[src/lfa_pkg.sv]
// lfa_pkg: constants, types and helpers for the link fault alarm block
package lfa_pkg;

    // ********************************************
    // register indices and byte addresses
    // ********************************************
    localparam logic [15:0] TX_EN_IDX    = 16'h9001;
    localparam logic [15:0] GMASK_IDX    = 16'h9002;
    localparam logic [15:0] RX_EN_IDX    = 16'h9003;
    localparam logic [31:0] TX_EN_ADDR   = {14'h0000, TX_EN_IDX, 2'b00};
    localparam logic [31:0] GMASK_ADDR   = {14'h0000, GMASK_IDX, 2'b00};
    localparam logic [31:0] RX_EN_ADDR   = {14'h0000, RX_EN_IDX, 2'b00};
    localparam logic [31:0] CTRL_ADDR    = 32'h0000_0000;
    localparam logic [31:0] INS_ADDR     = 32'h0000_0004;
    localparam logic [31:0] IRQ_STS_ADDR = 32'h0000_0008;
    localparam logic [31:0] IRQ_MSK_ADDR = 32'h0000_000C;
    localparam logic [31:0] STATUS_ADDR  = 32'h0000_0010;
    localparam logic [31:0] OUI_ADDR     = 32'h0000_0014;

    // ********************************************
    // reset values, writable masks, field positions
    // ********************************************
    localparam logic [15:0] RX_EN_RST    = 16'h0239;
    localparam logic [15:0] RX_EN_WMASK  = 16'h07FF;
    localparam logic [15:0] TX_EN_RST    = 16'h03D9;
    localparam logic [15:0] TX_EN_WMASK  = 16'h07FF;
    localparam logic [15:0] GMASK_RST    = 16'h0000;
    localparam logic [15:0] GMASK_WMASK  = 16'h00FF;
    localparam int          GM_RX_BIT    = 2;
    localparam int          GM_TX_BIT    = 1;
    localparam int          GM_LS_BIT    = 0;
    localparam int          CTRL_MON_BIT = 0;
    localparam int          CTRL_ALT_BIT = 1;
    localparam int          CTRL_LOOP_BIT = 2;
    localparam int          CTRL_GO_BIT  = 3;
    localparam int          CTRL_HALT_BIT = 4;
    localparam logic [2:0]  CTRL_RST     = 3'h0;
    localparam logic [15:0] INS_MIN      = 16'h0002;
    localparam logic [15:0] INS_RUN_RST  = 16'h0002;
    localparam int          EV_W         = 4;
    localparam int          EV_ALARM     = 0;
    localparam int          EV_LF        = 1;
    localparam int          EV_RF        = 2;
    localparam int          EV_DONE      = 3;
    localparam logic [3:0]  EV_RST       = 4'h0;
    localparam logic        HRESP_OKAY   = 1'b0;

    // ********************************************
    // block coding
    // ********************************************
    localparam logic [1:0]  SYNC_DATA    = 2'b01;
    localparam logic [1:0]  SYNC_CTL     = 2'b10;
    localparam logic [31:0] OS_LF        = 32'h0100_009C;
    localparam logic [31:0] OS_RF        = 32'h0200_009C;
    localparam logic [7:0]  BLK_OS_TYPE  = 8'h4B;
    localparam logic [63:0] BLK_IDLE     = 64'h0000_0000_0000_001E;

    typedef enum logic [1:0] {
        INS_IDLE = 2'b00,
        INS_BAD  = 2'b01,
        INS_GOOD = 2'b10
    } lfa_ins_t;

    // ordered set placed in a control block after the block type byte
    function automatic logic [63:0] lfa_os_block(input logic [31:0] os);
        return {24'h000000, os, BLK_OS_TYPE};
    endfunction

    // run lengths below the minimum are raised to it
    function automatic logic [15:0] lfa_run_len(input logic [15:0] len);
        return (len < INS_MIN) ? INS_MIN : len;
    endfunction

endpackage

[src/lfa_core.sv]
// lfa_core: link fault signalling, block coding, error insertion and link alarm
//
// The implementer's own choice: register access over AHB-Lite.
`timescale 1ns/1ps
`default_nettype none
// Operation
// - phy local fault makes us transmit the remote fault ordered set
// - received remote fault replaces mac data with idle blocks
// - fault message is a 4-byte ordered set, local or remote variant only
// - transmit payload scrambled, then 2-bit sync header added, 66-bit block
// - receive strips sync header and descrambles to recover the 64-bit word
// - insertion sends bad-block run then good-block run, each at least 2
// - insertion sends type A only or alternates; runs once or loops
// - link alarm output is active low and flags a link problem
// - alarm asserts only for faults whose enable bits are set
// - each alarm control register is 16 bits, written whole
// - receive enable bits 9,5,4,3,0; bits 15 to 11 read zero
// - receive enables reset to one
// - transmit enable bits 9,8,7,6,4,3,0
// - transmit enables reset to one; bits 15 to 11 read zero
// - global mask bit 2 receive, 1 transmit, 0 link state; reset zero
// - readable unique identifier lets host recognise the transceiver
// - one setting turns alarm monitoring on or off as a whole
module lfa_core
    import lfa_pkg::*;
#(
    parameter logic [23:0] OUI_ID = 24'h5A3C71  // arbitrary value
) (
    input  wire logic        clk_i,
    input  wire logic        rst_i,
    input  wire logic        hsel_i,
    input  wire logic [31:0] haddr_i,
    input  wire logic [1:0]  htrans_i,
    input  wire logic        hwrite_i,
    input  wire logic [2:0]  hsize_i,
    input  wire logic [31:0] hwdata_i,
    input  wire logic        hready_i,
    output logic [31:0]      hrdata_o,
    output logic             hreadyout_o,
    output logic             hresp_o,
    input  wire logic [15:0] rx_fault_i,
    input  wire logic [15:0] tx_fault_i,
    input  wire logic        ls_fault_i,
    input  wire logic        phy_lf_i,
    input  wire logic        tx_valid_i,
    input  wire logic [63:0] tx_data_i,
    input  wire logic        tx_ctl_i,
    output logic             tx_valid_o,
    output logic [65:0]      tx_block_o,
    input  wire logic        rx_valid_i,
    input  wire logic [65:0] rx_block_i,
    output logic             rx_valid_o,
    output logic [63:0]      rx_data_o,
    output logic             rx_ctl_o,
    output logic             link_alarm_n_o,
    output logic             irq_o
);

    // ********************************************
    // bus slave
    // ********************************************
    logic        acc;
    logic        wr_pend_q;
    logic        rd_pend_q;
    logic [31:0] addr_q;
    logic [31:0] rd_d;
    logic [31:0] hrdata_q;

    // only whole-word single transfers arrive, so hsize needs no decode
    assign acc = hsel_i && hready_i && htrans_i[1];

    always_ff @(posedge clk_i) begin
        if (rst_i) begin
            wr_pend_q <= 1'b0;
            rd_pend_q <= 1'b0;
            addr_q    <= 32'h0000_0000;
        end else begin
            wr_pend_q <= acc && hwrite_i;
            rd_pend_q <= acc && !hwrite_i;
            if (acc) begin
                addr_q <= haddr_i;
            end
        end
    end

    // reads wait one cycle so a write just before is already visible
    assign hreadyout_o = !rd_pend_q;
    assign hresp_o     = HRESP_OKAY;
    assign hrdata_o    = hrdata_q;

    logic wr_rx;
    logic wr_tx;
    logic wr_gm;
    logic wr_ctrl;
    logic wr_ins;
    logic wr_sts;
    logic wr_msk;

    assign wr_rx   = wr_pend_q && (addr_q == RX_EN_ADDR);
    assign wr_tx   = wr_pend_q && (addr_q == TX_EN_ADDR);
    assign wr_gm   = wr_pend_q && (addr_q == GMASK_ADDR);
    assign wr_ctrl = wr_pend_q && (addr_q == CTRL_ADDR);
    assign wr_ins  = wr_pend_q && (addr_q == INS_ADDR);
    assign wr_sts  = wr_pend_q && (addr_q == IRQ_STS_ADDR);
    assign wr_msk  = wr_pend_q && (addr_q == IRQ_MSK_ADDR);

    // ********************************************
    // alarm control registers
    // ********************************************
    logic [15:0] rx_en_q;
    logic [15:0] tx_en_q;
    logic [15:0] gmask_q;

    always_ff @(posedge clk_i) begin
        if (rst_i) begin
            rx_en_q <= RX_EN_RST;
        end else if (wr_rx) begin
            rx_en_q <= hwdata_i[15:0] & RX_EN_WMASK;
        end
    end

    always_ff @(posedge clk_i) begin
        if (rst_i) begin
            tx_en_q <= TX_EN_RST;
        end else if (wr_tx) begin
            tx_en_q <= hwdata_i[15:0] & TX_EN_WMASK;
        end
    end

    always_ff @(posedge clk_i) begin
        if (rst_i) begin
            gmask_q <= GMASK_RST;
        end else if (wr_gm) begin
            gmask_q <= hwdata_i[15:0] & GMASK_WMASK;
        end
    end

    // ********************************************
    // control and insertion settings
    // ********************************************
    logic [2:0]  ctrl_q;
    logic [15:0] ins_bad_q;
    logic [15:0] ins_good_q;
    logic        go_p;
    logic        halt_p;

    // go and halt are write-only strobes; they are not stored
    assign go_p   = wr_ctrl && hwdata_i[CTRL_GO_BIT];
    assign halt_p = wr_ctrl && hwdata_i[CTRL_HALT_BIT];

    always_ff @(posedge clk_i) begin
        if (rst_i) begin
            ctrl_q <= CTRL_RST;
        end else if (wr_ctrl) begin
            ctrl_q <= hwdata_i[2:0];
        end
    end

    always_ff @(posedge clk_i) begin
        if (rst_i) begin
            ins_bad_q  <= INS_RUN_RST;
            ins_good_q <= INS_RUN_RST;
        end else if (wr_ins) begin
            ins_bad_q  <= hwdata_i[15:0];
            ins_good_q <= hwdata_i[31:16];
        end
    end

    // ********************************************
    // link alarm
    // ********************************************
    logic rx_act;
    logic tx_act;
    logic ls_act;
    logic alarm_q;

    assign rx_act = gmask_q[GM_RX_BIT] && |(rx_fault_i & rx_en_q);
    assign tx_act = gmask_q[GM_TX_BIT] && |(tx_fault_i & tx_en_q);
    assign ls_act = gmask_q[GM_LS_BIT] && ls_fault_i;

    always_ff @(posedge clk_i) begin
        if (rst_i) begin
            alarm_q <= 1'b0;
        end else begin
            alarm_q <= ctrl_q[CTRL_MON_BIT] && (rx_act || tx_act || ls_act);
        end
    end

    assign link_alarm_n_o = !alarm_q;

    // ********************************************
    // error insertion generator
    // ********************************************
    lfa_ins_t    st_q;
    logic [15:0] cnt_q;
    logic        alt_q;
    logic [15:0] bad_len;
    logic [15:0] good_len;
    logic        done_p;

    assign bad_len  = lfa_run_len(ins_bad_q);
    assign good_len = lfa_run_len(ins_good_q);
    assign done_p   = tx_valid_i && (st_q == INS_GOOD) && (cnt_q == good_len - 16'h0001)
                      && !ctrl_q[CTRL_LOOP_BIT] && !halt_p;

    always_ff @(posedge clk_i) begin
        if (rst_i) begin
            st_q  <= INS_IDLE;
            cnt_q <= 16'h0000;
        end else if (halt_p) begin
            st_q  <= INS_IDLE;
            cnt_q <= 16'h0000;
        end else begin
            case (st_q)
                INS_IDLE: begin
                    if (go_p) begin
                        st_q  <= INS_BAD;
                        cnt_q <= 16'h0000;
                    end
                end
                INS_BAD: begin
                    if (tx_valid_i) begin
                        if (cnt_q == bad_len - 16'h0001) begin
                            st_q  <= INS_GOOD;
                            cnt_q <= 16'h0000;
                        end else begin
                            cnt_q <= cnt_q + 16'h0001;
                        end
                    end
                end
                INS_GOOD: begin
                    if (tx_valid_i) begin
                        if (cnt_q == good_len - 16'h0001) begin
                            st_q  <= ctrl_q[CTRL_LOOP_BIT] ? INS_BAD : INS_IDLE;
                            cnt_q <= 16'h0000;
                        end else begin
                            cnt_q <= cnt_q + 16'h0001;
                        end
                    end
                end
                default: begin
                    st_q  <= INS_IDLE;
                    cnt_q <= 16'h0000;
                end
            endcase
        end
    end

    // alternation restarts with type A on every start
    always_ff @(posedge clk_i) begin
        if (rst_i) begin
            alt_q <= 1'b0;
        end else if (go_p && st_q == INS_IDLE) begin
            alt_q <= 1'b0;
        end else if (tx_valid_i && st_q == INS_BAD && ctrl_q[CTRL_ALT_BIT]) begin
            alt_q <= !alt_q;
        end
    end

    // ********************************************
    // transmit path
    // ********************************************
    logic        rx_lf_q;
    logic        rx_rf_q;
    logic [63:0] tx_word;
    logic        tx_word_ctl;
    logic [1:0]  hdr_q;

    // insertion overrides fault handling during the bad-block run only; good-run blocks still follow it
    always_comb begin
        if (st_q == INS_BAD) begin
            tx_word     = (alt_q && ctrl_q[CTRL_ALT_BIT]) ? lfa_os_block(OS_RF) : lfa_os_block(OS_LF);
            tx_word_ctl = 1'b1;
        end else if (rx_lf_q || phy_lf_i) begin
            tx_word     = lfa_os_block(OS_RF);
            tx_word_ctl = 1'b1;
        end else if (rx_rf_q) begin
            tx_word     = BLK_IDLE;
            tx_word_ctl = 1'b1;
        end else begin
            tx_word     = tx_data_i;
            tx_word_ctl = tx_ctl_i;
        end
    end

    always_ff @(posedge clk_i) begin
        if (rst_i) begin
            hdr_q <= SYNC_DATA;
        end else if (tx_valid_i) begin
            hdr_q <= tx_word_ctl ? SYNC_CTL : SYNC_DATA;
        end
    end

    logic [63:0] tx_scr;

    lfa_scrambler #(
        .W       (64),
        .DESCRAM (1'b0)
    ) u_tx_scr (
        .clk_i   (clk_i),
        .rst_i   (rst_i),
        .valid_i (tx_valid_i),
        .data_i  (tx_word),
        .valid_o (tx_valid_o),
        .data_o  (tx_scr)
    );

    assign tx_block_o = {hdr_q, tx_scr};

    // ********************************************
    // receive path
    // ********************************************
    logic rx_ctl_q;

    always_ff @(posedge clk_i) begin
        if (rst_i) begin
            rx_ctl_q <= 1'b0;
        end else if (rx_valid_i) begin
            rx_ctl_q <= (rx_block_i[65:64] == SYNC_CTL);
        end
    end

    lfa_scrambler #(
        .W       (64),
        .DESCRAM (1'b1)
    ) u_rx_scr (
        .clk_i   (clk_i),
        .rst_i   (rst_i),
        .valid_i (rx_valid_i),
        .data_i  (rx_block_i[63:0]),
        .valid_o (rx_valid_o),
        .data_o  (rx_data_o)
    );

    assign rx_ctl_o = rx_ctl_q;

    logic rx_is_lf;
    logic rx_is_rf;

    assign rx_is_lf = rx_valid_o && rx_ctl_o && (rx_data_o == lfa_os_block(OS_LF));
    assign rx_is_rf = rx_valid_o && rx_ctl_o && (rx_data_o == lfa_os_block(OS_RF));

    // a fault holds until the first block that is not the same ordered set
    always_ff @(posedge clk_i) begin
        if (rst_i) begin
            rx_lf_q <= 1'b0;
            rx_rf_q <= 1'b0;
        end else if (rx_valid_o) begin
            rx_lf_q <= rx_is_lf;
            rx_rf_q <= rx_is_rf;
        end
    end

    // ********************************************
    // interrupt status and mask
    // ********************************************
    logic [EV_W-1:0] ev;
    logic [EV_W-1:0] irq_sts_q;
    logic [EV_W-1:0] irq_msk_q;

    always_comb begin
        ev           = '0;
        ev[EV_ALARM] = ctrl_q[CTRL_MON_BIT] && (rx_act || tx_act || ls_act) && !alarm_q;
        ev[EV_LF]    = rx_is_lf && !rx_lf_q;
        ev[EV_RF]    = rx_is_rf && !rx_rf_q;
        ev[EV_DONE]  = done_p;
    end

    // a new event wins over a clear in the same cycle
    always_ff @(posedge clk_i) begin
        if (rst_i) begin
            irq_sts_q <= EV_RST;
        end else begin
            irq_sts_q <= (irq_sts_q & ~(wr_sts ? hwdata_i[EV_W-1:0] : EV_RST)) | ev;
        end
    end

    always_ff @(posedge clk_i) begin
        if (rst_i) begin
            irq_msk_q <= EV_RST;
        end else if (wr_msk) begin
            irq_msk_q <= hwdata_i[EV_W-1:0];
        end
    end

    assign irq_o = |(irq_sts_q & irq_msk_q);

    // ********************************************
    // read data
    // ********************************************
    always_comb begin
        if (addr_q == RX_EN_ADDR) begin
            rd_d = {16'h0000, rx_en_q};
        end else if (addr_q == TX_EN_ADDR) begin
            rd_d = {16'h0000, tx_en_q};
        end else if (addr_q == GMASK_ADDR) begin
            rd_d = {16'h0000, gmask_q};
        end else if (addr_q == CTRL_ADDR) begin
            rd_d = {29'h0000_0000, ctrl_q};
        end else if (addr_q == INS_ADDR) begin
            rd_d = {ins_good_q, ins_bad_q};
        end else if (addr_q == IRQ_STS_ADDR) begin
            rd_d = {28'h000_0000, irq_sts_q};
        end else if (addr_q == IRQ_MSK_ADDR) begin
            rd_d = {28'h000_0000, irq_msk_q};
        end else if (addr_q == STATUS_ADDR) begin
            rd_d = {27'h000_0000, st_q, rx_rf_q, rx_lf_q, alarm_q};
        end else if (addr_q == OUI_ADDR) begin
            rd_d = {8'h00, OUI_ID};
        end else begin
            rd_d = 32'h0000_0000;
        end
    end

    always_ff @(posedge clk_i) begin
        if (rst_i) begin
            hrdata_q <= 32'h0000_0000;
        end else if (rd_pend_q) begin
            hrdata_q <= rd_d;
        end
    end
endmodule
`default_nettype wire

[src/lfa_scrambler.sv]
// lfa_scrambler: self-synchronising x^58+x^39+1 scrambler or descrambler
`timescale 1ns/1ps
`default_nettype none
module lfa_scrambler #(
    parameter int W       = 64,
    parameter bit DESCRAM = 1'b0
) (
    input  wire logic         clk_i,
    input  wire logic         rst_i,
    input  wire logic         valid_i,
    input  wire logic [W-1:0] data_i,
    output logic              valid_o,
    output logic [W-1:0]      data_o
);
    logic [57:0]     st_q;
    logic [W+57:0]   ext;
    logic [W-1:0]    res;

    // bit 0 goes first; ext holds the history followed by the new line bits
    always_comb begin
        ext = '0;
        res = '0;
        ext[57:0] = st_q;
        for (int i = 0; i < W; i++) begin
            res[i] = data_i[i] ^ ext[i + 19] ^ ext[i];
            ext[i + 58] = DESCRAM ? data_i[i] : res[i];
        end
    end

    always_ff @(posedge clk_i) begin
        if (rst_i) begin
            st_q <= '0;
        end else if (valid_i) begin
            st_q <= ext[W+57:W];
        end
    end

    always_ff @(posedge clk_i) begin
        if (rst_i) begin
            data_o  <= '0;
            valid_o <= 1'b0;
        end else begin
            valid_o <= valid_i;
            if (valid_i) begin
                data_o <= res;
            end
        end
    end
endmodule
`default_nettype wire

[config.mk]
export PLATFORM = sky130hd
export DESIGN_NAME = lfa_core
export DESIGN_NICKNAME = d
export VERILOG_FILES = /design/src/lfa_pkg.sv /design/src/lfa_core.sv /design/src/lfa_scrambler.sv
export SDC_FILE = /design/constraint.sdc
export NUM_CORES = 1
export LEC_CHECK = 0
export ABC_AREA = 1
export BUFFER_PORTS_ARGS = -buffer_cell sky130_fd_sc_hd__buf_2
export CAP_MARGIN = 20
export CORE_MARGIN = 3
export CORE_UTILIZATION = 35
export DETAILED_ROUTE_END_ITERATION = 10
export HOLD_SLACK_MARGIN = 0.03
export PLACE_DENSITY_LB_ADDON = 0.15
export SETUP_SLACK_MARGIN = 0.15
export SLEW_MARGIN = 30
export SYNTH_ARGS = -nofsm -noshare
export SYNTH_HDL_FRONTEND = slang
export SYNTH_SLANG_ARGS = --single-unit
[constraint.sdc]
create_clock -name clk_i -period 2.4 [get_ports clk_i]
set_input_delay 0.36 -clock clk_i [delete_from_list [all_inputs] [get_ports clk_i]]
set_output_delay 0.36 -clock clk_i [all_outputs]
set_load 0.1 [all_outputs]
* Word-level counts from Yosys, hierarchy flattened
Index checks and enable logic that the tools add are counted.
Operators by class: magnitude comparators 2, bitwise logic cells 262, mux-type cells 33, eq/ne operators 20, add/sub/neg operators 3, reduce and logical (&&, ||, !) cells 51
Operator list (number):
- XOR 1 bit | 256
- 2-to-1 mux 64 bit | 3
- 2-to-1 mux 32 bit | 5
- 2-to-1 mux 16 bit | 7
- equality test 32 x 18 -> 1 bit (second input constant) | 3
- 2-to-1 mux 23 bit | 4
- equality test 32 x 4 -> 1 bit (second input constant) | 2
- equality test 32 x 5 -> 1 bit (second input constant) | 2
- equality test 64 x 33 -> 1 bit (second input constant) | 1
- equality test 64 x 34 -> 1 bit (second input constant) | 1
- one-hot mux 16 bit (3 select lines) | 1
- 2-to-1 mux 34 bit | 1
- bitwise AND 16 x 11 -> 16 bit | 2
- equality test 16 bit | 2
- equality test 32 x 3 -> 1 bit (second input constant) | 1
- zero test 32 bit | 1
- less-than comparator 16 x 2 -> 1 bit (second input constant) | 2
- OR reduction 16 bit | 2
- subtractor 16 x 1 -> 16 bit (second input constant) | 2
- logical AND 1 bit | 31
- adder 16 x 1 -> 16 bit (second input constant) | 1
- 2-to-1 mux 2 bit | 6
- bitwise AND 4 bit | 2
- zero test 1 bit | 8
- other kinds (15) | 25
Word-level totals: flip-flop bits (word level) 410, output and inout bits 169, logic and storage cells 397, input bits 241

* Depth between registers and ports, before layout
Gate-level depths: netlist of run 1.
word-level depth 10, gate-level depth with buffers 20, gate-level depth less buffers 20

* Hierarchy
From an unflattened synthesis of run 1, not the netlist that was laid out.
Second synthesis, totals: cell total of the unflattened synthesis 3063, area total of the unflattened synthesis 20587.2 um^2
By module, submodules not included:
- lfa_core | times used 1, area each 9097.5 um^2, sequential area each 3283.1 um^2, cells an instance 1348
- lfa_scrambler (u_rx_scr) | times used 1, area each 6675.2 um^2, sequential area each 2462.4 um^2, cells an instance 1023
- lfa_scrambler (u_tx_scr) | times used 1, area each 4814.6 um^2, sequential area each 1301.2 um^2, cells an instance 692

* Worst setup path before layout of run 1
No wires, ideal clock.
kind reg2reg, start register ins_bad_q[4], end register cnt_q[0], arrival time 2298 ps, cell stages (with the launch flop) 20, slack -19 ps, period minus slack after synthesis 2419 ps, path buffers 1, data required time 2278 ps, setup time 122 ps, cells stage by stage dfxtp_1 > nor2_4 > nand2_1 > nor2_2 > nand2_2 > nand2_1 > ha_1 > nand2_1 > nor2_1 > nand4_1 > xor2_1 > nor2_1 > nand3_1 > nor2_1 > nand3_2 > nand2_2 > nand2_4 > buf_6 > nand2_1 > a21oi_2
On the way: word-level cells in the longest chain between the ends 7
RTL lines:
- start: declaration | RTL line lfa_core.sv:142 | logic [15:0] ins_bad_q;
- start signal: assignment | RTL line lfa_core.sv:164 | ins_bad_q <= hwdata_i[15:0];
- less-than comparator 16 x 2 -> 1 bit | RTL line lfa_pkg.sv:71 | return (len < INS_MIN) ? INS_MIN : len;
- 2-to-1 mux 16 bit (*) | RTL line lfa_pkg.sv:71
- subtractor 16 x 1 -> 16 bit (*) | RTL line lfa_core.sv:223 | if (cnt_q == bad_len - 16'h0001) begin
- equality test 16 bit (*) | RTL line lfa_core.sv:223
- 2-to-1 mux 16 bit (*) | RTL line lfa_core.sv:223
- 2-to-1 mux 16 bit (*) | RTL line lfa_core.sv:222 | if (tx_valid_i) begin
- one-hot mux 16 bit (3 select lines) (*) | RTL line lfa_core.sv:214 | case (st_q)
- end signal: assignment | RTL line lfa_core.sv:227 | cnt_q <= cnt_q + 16'h0001;
- end signal: assignment | RTL line lfa_core.sv:237 | cnt_q <= cnt_q + 16'h0001;
- end: declaration | RTL line lfa_core.sv:195 | logic [15:0] cnt_q;
Mark *: on every way between the ends. The rest lies on a longest branch, timed or not. The select of a mux whose other input is x is not followed. A chain may end at the register's enable or synchronous reset.

* Worst setup path in the final report of run 1
start register ins_bad_q[14], end register cnt_q[4]
Same word-level chain as after synthesis.

==> flow_summary.toml, run 1 <==
[run_status]
status = "finished, violations left"
violations = "negative setup slack"

[critical_path]
r2r-start = "ins_bad_q[14]"
cp_num_buf_inv = 0
arrival_ns = 2.86
start_kind = "register"
reg2regPathDepth = 17
r2r-end = "cnt_q[4]"
path_cells = "nor2_2 -> nand2_2 -> nor2_4 -> nand2_2 -> nand2_4 -> ha_4 -> nand2_4 -> nor2_4 -> xor2_1 -> o21ai_0 -> nand3b_1 -> nor2_1 -> nand3_2 -> nand2_4 -> nand2_8 -> nand3_2 -> a21oi_2"
crit_type = "reg -> reg"
cp_slowest_stage_delay_ns = 0.32
cpMostUsedCell = "nand2_4"
end_kind = "register"
crit_cells = 17
endpoint = "cnt_q[4]"
cp_slowest_cell = "dfxtp_1"
critPathMaxFanout = 8
startpoint = "ins_bad_q[14]"
reg2reg_slack_ns = -0.005
cp_top_family = "simple AND/OR/NAND/NOR gates"
cp_data_required_time_ns = 2.86

[detailed_routing]
routed_wl_mm = 68.2
ant_nets = 0
routed_via_density = 4.99
drt-initial-drc-count = 1234
avgRoutedWirePerCell_um = 18.8
drcViolationCount = 0
vias = 18088
first_pass_iters = 5

[logic_synthesis]
synth-async-reset-ratio_pct = 0
syn_avg_cell_area_sq_um = 7.35
synth-main-ff-cell = "dfxtp_1"
synth_edf_count = 0
synth_warnings = 0
yosysTopAreaCell = "dfxtp_1"
ys_seq_area_share_pct = 38.9
syn-num-nets = 2716
syn_area_sq_um = 18100
ys_top_cells_by_area = "dfxtp_1 (39%), o21ai_0 (8.1%), nand2_1 (7.3%), xor2_1 (6.8%), a21oi_1 (6.7%)"
synthCells = 2468
synth_seq_cells = 352
synthDistinctLibCells = 51
synthDominantCellAreaShare_pct = 38.9
ys_top_cells_by_count = "dfxtp_1 (352), nand2_1 (352), o21ai_0 (292)"

[flow_run]
timing.max_cap.violations = 0

[placed_design]
io_buffers = 394
hpwlAfterDp_mm = 49.8
dp.cells = 3462
gp_congestion = 0.902
place_ws_ns = -0.103

[cells_and_area]
final_util_pct = 47.7
nets = 3162
fillers = 5067
area_delta_synth_final_pct = 33.5
drive_above_1_share_pct = 28.6
fin_cells = 3626

[power]
p_leak_nw = 11.0
irDropWorstVdd_mv = 0.505
total_power_w = 0.0196
power_density_nw_per_um2 = 810

[clock_network]
cts_sinks = 352
clk_pin_slew_worst_paths_ns = 0.06
h-tree-depth = 2
cts_tree = "built"
numCtsBuffers = 43
cts.path.max_buffers = 3
root_buffer = "clkbuf_16"
clkLatencyLatePin_ns = 0.59

[grt]
grt_pass1_vias = 16860
grt-ovfl-total = 0
antenna_found_initial = 6
grt_start_max_net_pins = 125
grt_pass1_wl_mm = 99.5
grt_use_total_pct = 23.5

[die]
rows = 82
dieHeight_um = 234
core_sq_um = 50700
ioPinCount = 410
die_w_um = 234
start_util_pct = 35.8
die_area_sq_um = 54600

[sta]
finalClockSkew_ns = 0.0211
max_freq_mhz = 416
tightest_slew_ns = 0.783
relSlewSlack_pct = 47.3
layout_min_cycle_time_ns = 2.41
drv_slew = 0
tns_ns = -0.00971
fin_crit_sh_pct = 100
setup_violations = 4
fin_ws_ns = -0.00505
finalHoldViolCount = 0
rsz0062_at_grt = "true"

[hold_path]
hold_path.class = "in -> reg"
==> registers in the layout, summed over array words and instances (netlist names), 11 cells and up <==
register and count:
ins_bad_q 16, addr_q 32, u_rx_scr.st_q 58, hrdata_o 32, rx_en_q 11, u_rx_scr.data_o 64, u_tx_scr.data_o 64, tx_en_q 11
ins_good_q 16, cnt_q 16
==> worst min-delay path: stages <==
cell and delay, ns:
buf_2 0.11, nand2_1 0.07, a21oi_1 0.06
==> power breakdown <==
part	internal, W	switching [W]	leakage [nW]
combinational	0.00160	0.00431	7.34
clock	0.00426	0.00271	0.748
sequential	0.00625	0.000461	2.89
total	0.0121	0.00748	11.0
==> per-stage QoR <==
step,hold slack [ns],area (sq um)
floorplan,0.418,18200
CTS,0.0304,23200
finish,0.0648,24200
global route,0.0523,24200
detailed placement,0.430,21100
global placement,0.429,21100
==> repair_timing <==
action	in CTS	in global routing
gates cloned	1	6
pin swaps	13	67
buffers inserted	17	20
endpoints found under the setup margin	32	115
hold buffers	35	0
gates resized for setup	30	203
endpoints found under the hold margin	36	0
==> per-layer routing <==
metal	global-route usage, %	routed length (um)	part of all wire (%)	up-vias
met5	0	0	0	-
met4	7.92	1980	2.9	0
met3	5.48	4950	7.3	114
met2	36.3	30400	45	563
met1	32.2	30900	45	8465
li1	-	-	-	8946
==> cell type report <==
| class | count | area, sq um | area share [%] |
|---|---|---|---|
| clock buffers | 65 | 1290 | 5.33 |
| inverters | 267 | 1010 | 4.18 |
| well taps | 672 | 841 | 3.47 |
| multi-input cells | 1670 | 9960 | 41.2 |
| repair buffers | 580 | 3770 | 15.6 |
| flip-flops and latches | 352 | 7070 | 29.2 |
| clock inverters | 14 | 235 | 0.972 |
| diodes | 6 | 15.0 | 0.0620 |
==> worst min path at each step <==
stage | start | slack [ns] | to | cells past startpoint
2_1_floorplan | addr_q[24] | 0.42 | addr_q[24] | 2
3_3_place_gp | addr_q[25] | 0.43 | addr_q[25] | 2
3_5_place_dp | addr_q[24] | 0.43 | addr_q[24] | 2
4_1_cts | rx_block_i[38] | 0.03 | u_rx_scr.st_q[32] | 3
5_1_grt | rx_block_i[38] | 0.05 | u_rx_scr.st_q[32] | 3
6_report | rx_block_i[29] | 0.06 | u_rx_scr.st_q[23] | 3
==> layout by cell type, fill, tap and decap left out, drive strengths merged, types with 48 or more instances in the layout <==
cell,instances
xor2,140
inv,264
o21ai,293
clkbuf,69
a21oi,254
nor3,48
dfxtp,352
xnor2,100
nor2,222
buf,541
nand3,98
nand2,363
==> cell families (layout without fill, tap and decap cells) <==
group | after synthesis | count (layout) | share of synthesized area [%]
buffers and inverters | 448 | 926 | 10.7
AO/OA/AOI/OAI | 641 | 641 | 19.2
flip-flops | 352 | 352 | 38.9
AND/OR/NAND/NOR | 778 | 780 | 19.1
XOR/XNOR | 241 | 241 | 11.7
other | 1 | 7 | 0.0207
adder cells (fa/ha/maj) | 7 | 7 | 0.483
Note: power is estimated with default switching activity, not from simulation.
==> inputs of run 2 (changes only) <==
--- a/config.mk
+++ b/config.mk
@@ -14,7 +14,7 @@
 export HOLD_SLACK_MARGIN = 0.03
 export PLACE_DENSITY_LB_ADDON = 0.15
 export SETUP_SLACK_MARGIN = 0.15
-export SLEW_MARGIN = 30
+export SLEW_MARGIN = 40
 export SYNTH_ARGS = -nofsm -noshare
 export SYNTH_HDL_FRONTEND = slang
 export SYNTH_SLANG_ARGS = --single-unit
==> constraint.sdc (replaced) <==
create_clock -name clk_i -period 2.79 [get_ports clk_i]
set_input_delay 0.4185 -clock clk_i [delete_from_list [all_inputs] [get_ports clk_i]]
set_output_delay 0.4185 -clock clk_i [all_outputs]
set_load 0.1 [all_outputs]
==> run 2 against run 1 <==
Compared with the run above:
- the flow now finishes without violations
- combinational power fell by 19%
- clock-buffer cell count fell by 1
- register-to-register slack improved by 0.24 ns
- total power fell by 16%
- global-route usage fell by 0.19 points
- cell count fell by 2.6%
- first-iteration DRC count rose by 4.8%
- worst setup slack improved by 0.24 ns
- die area did not move
- sequential share of layout area rose by 2.1 points
- via count fell by 1.9%
- critical path type unchanged
- highest routed layer is now met5
==> flow_summary.toml, run 2 (synthesized netlist as in run 1, its figures left out) <==
[critical_path]
end_kind = "register"
crit_type = "reg -> reg"
critPathMaxFanout = 8
arrival_ns = 3.02
cp_data_required_time_ns = 3.26
start_kind = "register"

[cells_and_area]
layout_common_cells = "buf_2 (393), dfxtp_1 (345), nand2_1 (343)"
area_delta_synth_final_pct = 24.2
drive_above_1_share_pct = 23.1
largest_registers = "u_rx_scr.data_o (64), u_tx_scr.data_o (64), u_rx_scr.st_q (58)"
nets = 3067
final_util_pct = 44.4
final_common_cell = "buf_2"

[placed_design]
gp_congestion = 0.892
hpwlAfterDp_mm = 49.9
place_ws_ns = 0.0608
io_buffers = 394

[clock_network]
cts_tree = "built"
cts_sinks = 352
h-tree-depth = 2
clk_pin_slew_worst_paths_ns = 0.06
cts.path.max_buffers = 3
root_buffer = "clkbuf_16"
clkLatencyLatePin_ns = 0.59
numCtsBuffers = 43

[detailed_routing]
routed_wl_mm = 66.2
first_pass_iters = 5
ant_nets = 0
vias = 17737
drt-initial-drc-count = 1293
drcViolationCount = 0
routed_via_density = 5.02
avgRoutedWirePerCell_um = 18.7

[grt]
grt-ovfl-total = 0
antenna_found_initial = 8
grt_start_max_net_pins = 125
grt_pass1_wl_mm = 98.6
grt_pass1_vias = 16650
grt_use_total_pct = 23.3

[die]
core_sq_um = 50700
ioPinCount = 410
rows = 82
dieHeight_um = 234
die_area_sq_um = 54600
die_w_um = 234
start_util_pct = 35.8

[sta]
drv_slew = 0
setup_violations = 0
max_freq_mhz = 392
finalClockSkew_ns = 0.0300
relSlewSlack_pct = 45.6
tns_ns = 0
tightest_slew_ns = 0.816
layout_min_cycle_time_ns = 2.55
rsz0062_at_grt = "true"
fin_ws_ns = 0.238
finalHoldViolCount = 0
fin_crit_sh_pct = 91.5

[flow_run]
timing.max_cap.violations = 0

[power]
p_leak_nw = 10.3
total_power_w = 0.0164
irDropWorstVdd_mv = 0.385
power_density_nw_per_um2 = 727

[run_status]
status = "complete, no violations"

[hold_path]
hold_path.class = "in -> reg"
==> run 2: final cells by class <==
cell class                      count  area [sq um]
Sequential cell                   352          7060
Inverter                          267          1010
Tap cell                          672           841
Fill cell                        5300         28200
Clock inverter                     15           191
Clock buffer                       64          1260
Multi-Input combinational cell   1669          9380
Antenna cell                        5          12.5
Timing Repair Buffer              486          2770
==> run 2: worst paths after layout <==
check | from | endpoint | slack [ns] | cells after the start
hold / removal | hwdata_i[15] | ins_bad_q[15] | 0.06 | 3
hold reg to reg | addr_q[25] | addr_q[25] | 0.44 | 2
setup / recovery | ins_good_q[5] | cnt_q[11] | 0.24 | 18
setup reg to reg | ins_good_q[5] | cnt_q[11] | 0.24 | 18
==> run 2: layer usage <==
layer | up-vias | wire [um] | track usage [%]
met3 | 121 | 4820 | 4.52
met5 | - | 29 | 0
li1 | 8758 | - | -
met4 | 6 | 2070 | 8.32
met2 | 591 | 29200 | 36.3
met1 | 8261 | 30100 | 32.1
==> run 2: power by group <==
part	internal (W)	total, W	leakage [nW]	switching, W
Combinational	0.00122	0.00482	6.69	0.00360
Clock	0.00343	0.00577	0.722	0.00233
Sequential	0.00538	0.00579	2.89	0.000410
Total	0.0100	0.0164	10.3	0.00634
==> run 2: critical path: stages, from the launching register on <==
cell and delay, ns:
dfxtp_1 0.35, nor2_2 0.06, nand2_2 0.09, nor2_4 0.05
buf_4 0.14, a21oi_4 0.17, ha_4 0.16, nand3_2 0.09
buf_4 0.15, xor2_2 0.14, xor2_1 0.13, a21oi_1 0.11
nand3_1 0.09, nor2_1 0.14, nand2_2 0.13, nand2_4 0.16
nand2_4 0.14, nand3_2 0.09, a21oi_2 0.05
==> run 2: timing repair <==
| action | CTS | global route |
|---|---|---|
| setup buffers | 0 | 8 |
| resized for setup | 7 | 54 |
| hold buffers | 5 | 0 |
| pin swaps | 1 | 23 |
| setup endpoints to repair | 17 | 38 |
| gates cloned | 0 | 1 |
| hold endpoints to repair | 5 | 0 |
==> run 2: metrics by stage <==
step                instances  cell area (sq um)  hold slack (ns)
finish                   3530              22500           0.0645
global route             3530              22500           0.0610
CTS                      3516              22200           0.0302
detailed placement       3432              20700            0.431
global placement         3432              20700            0.426
floorplan                2468              18100            0.418
==> inputs of run 3 (changes only) <==
--- a/config.mk
+++ b/config.mk
@@ -9,7 +9,7 @@
 export BUFFER_PORTS_ARGS = -buffer_cell sky130_fd_sc_hd__buf_2
 export CAP_MARGIN = 20
 export CORE_MARGIN = 3
-export CORE_UTILIZATION = 35
+export CORE_UTILIZATION = 50
 export DETAILED_ROUTE_END_ITERATION = 10
 export HOLD_SLACK_MARGIN = 0.03
 export PLACE_DENSITY_LB_ADDON = 0.15
==> run 3 against run 2 <==
Compared with the run above:
- design area shrank 3.2%
- hold slack lost 0.0053 ns
- largest power group unchanged
- largest cell class unchanged
- sequential share of layout area grew 1.0 points
- global-route usage grew 6.0 points
- core utilization grew 17 points
- non-clock buffer count shrank 21
- die area shrank 29%
- highest routed layer unchanged
- routed wire length shrank 10%
==> flow_summary.toml, run 3 (synthesized netlist as in run 1, its figures left out) <==
[run_status]
status = "complete, no violations"

[placed_design]
dp.cells = 3202
hpwlAfterDp_mm = 44.1
place_area_sq_um = 20300
gp_congestion = 0.910
io_buffers = 394

[sta]
finalHoldViolCount = 0
drv_slew = 0
max_freq_mhz = 403
setup_violations = 0
tightest_slew_ns = 0.821
finalClockSkew_ns = 0.0260
tns_ns = 0
layout_min_cycle_time_ns = 2.48
fin_crit_sh_pct = 88.9
timing.hold.ws_ns = 0.0592
rsz0062_at_grt = "true"
relSlewSlack_pct = 45.3

[cells_and_area]
nets = 3042
layout_common_cells = "buf_2 (393), dfxtp_1 (345), nand2_1 (342)"
fin_cells = 3286
drive_above_1_share_pct = 22.4
largest_registers = "u_rx_scr.data_o (64), u_tx_scr.data_o (64), u_rx_scr.st_q (58)"
final_common_cell = "buf_2"
final_util_pct = 61.1
stdcell_area_sq_um = 21800
area_delta_synth_final_pct = 20.2

[die]
core_sq_um = 35700
die_w_um = 196
start_util_pct = 50.9
ioPinCount = 410
dieHeight_um = 196
rows = 69
die_area_sq_um = 38600

[power]
p_clk_share_pct = 31.9
p_switching_w = 0.00602
p_comb_share_pct = 30.7
irDropWorstVdd_mv = 0.438
intPower_w = 0.00940
seqPwrFrac_pct = 37.4
power_density_nw_per_um2 = 708
switching_share_pct = 39.0
p_leak_nw = 10.1

[detailed_routing]
drcViolationCount = 0
wl_met1_mm = 26.3
top_layer = "met5"
routed_wl_mm = 59.4
avgRoutedWirePerCell_um = 18.1
drt-initial-drc-count = 1282
vias = 17605
routed_via_density = 5.36
first_pass_iters = 5
routed-wl-met2_mm = 27.6
wl_met3_mm = 4.48
ant_nets = 0

[clock_network]
h-tree-depth = 2
root_buffer = "clkbuf_16"
numCtsBuffers = 39
cts_tree = "built"
clkLatencyLatePin_ns = 0.55
cts.path.max_buffers = 3
cts_sinks = 352
clk_pin_slew_worst_paths_ns = 0.06

[flow_run]
timing.max_cap.violations = 0

[critical_path]
start_kind = "register"
critPathMaxFanout = 8
end_kind = "register"
crit_type = "reg -> reg"
cp_data_required_time_ns = 3.20
arrival_ns = 2.89

[grt]
grt_pass1_vias = 16387
grt_start_max_net_pins = 125
antenna_found_initial = 6
grt_pass1_wl_mm = 90.9
grt_use_total_pct = 29.3
grt-ovfl-total = 0

[hold_path]
hold_path.class = "in -> reg"
## run 3: cell count changes in the layout (fill, tap and decap cells not counted), sizes merged
cell / change
dlygate4sd3: -5
clkbuf: -7
clkinv: -4
diode: +1
clkinvlp: +1
buf: -16
bufinv: -3
## run 3: critical path, cell delays in order (launching register included)
cell	delay (ns)
dfxtp_1	0.31
nor2_2	0.14
nand2_2	0.09
nor2_4	0.13
nand2_2	0.08
nand2_2	0.08
ha_2	0.21
buf_4	0.13
nand2_1	0.10
nor2_2	0.13
nand2_1	0.08
xor2_1	0.13
nand3_1	0.10
nor2_2	0.11
nand2_2	0.11
nand2_4	0.16
nand2_4	0.13
nand3_1	0.09
a21oi_1	0.06
## run 3: what timing repair did
item	in CTS	in global routing
gates resized for setup	5	55
hold endpoints to repair	0	0
setup endpoints to repair	16	21
pin swaps	0	26
gates cloned	0	1
setup buffers	0	11
hold buffers	0	0
## run 3: layout make-up
type	instances	area, sq um
repair buffers	465	2570
well taps	461	577
inverters	267	1010
multi-input cells	1669	9360
flip-flops and latches	352	7060
fillers	3349	13900
clock buffers	57	1140
diodes	6	15.0
clock inverters	9	62.6
## run 3: power by group through the flow
stage	clock (W)	sequential, W	combinational [W]
after global placement	0	0.00586	0.00461
after CTS	0.00500	0.00576	0.00470
after detailed placement	0	0.00587	0.00466
after floorplan	0	0.00645	0.00323
final	0.00493	0.00576	0.00474
after global routing	0.00519	0.00581	0.00506
## run 3: final timing paths
kind                                    start  cells after the start  slack [ns]    endpoint
worst min-delay path                 hwrite_i                      2        0.06   rd_pend_q
worst max register to register  ins_good_q[7]                     18        0.31    cnt_q[4]
worst max-delay path            ins_good_q[7]                     18        0.31    cnt_q[4]
worst min register to register     addr_q[25]                      2        0.44  addr_q[25]
## run 3: per-stage QoR
step | total power (W) | setup slack [ns]
finish | 0.0154 | 0.309
global route | 0.0161 | 0.110
global placement | 0.0105 | 0.207
CTS | 0.0155 | 0.152
detailed placement | 0.0105 | 0.103
floorplan | 0.00967 | 0.371
## run 3: layer usage
layer  vias to the layer above  track usage [%]
li1                       8698                -
met1                      8194             40.6
met2                       638             48.3
met3                        69             4.99
met4                         6             6.34
met5                         -                0
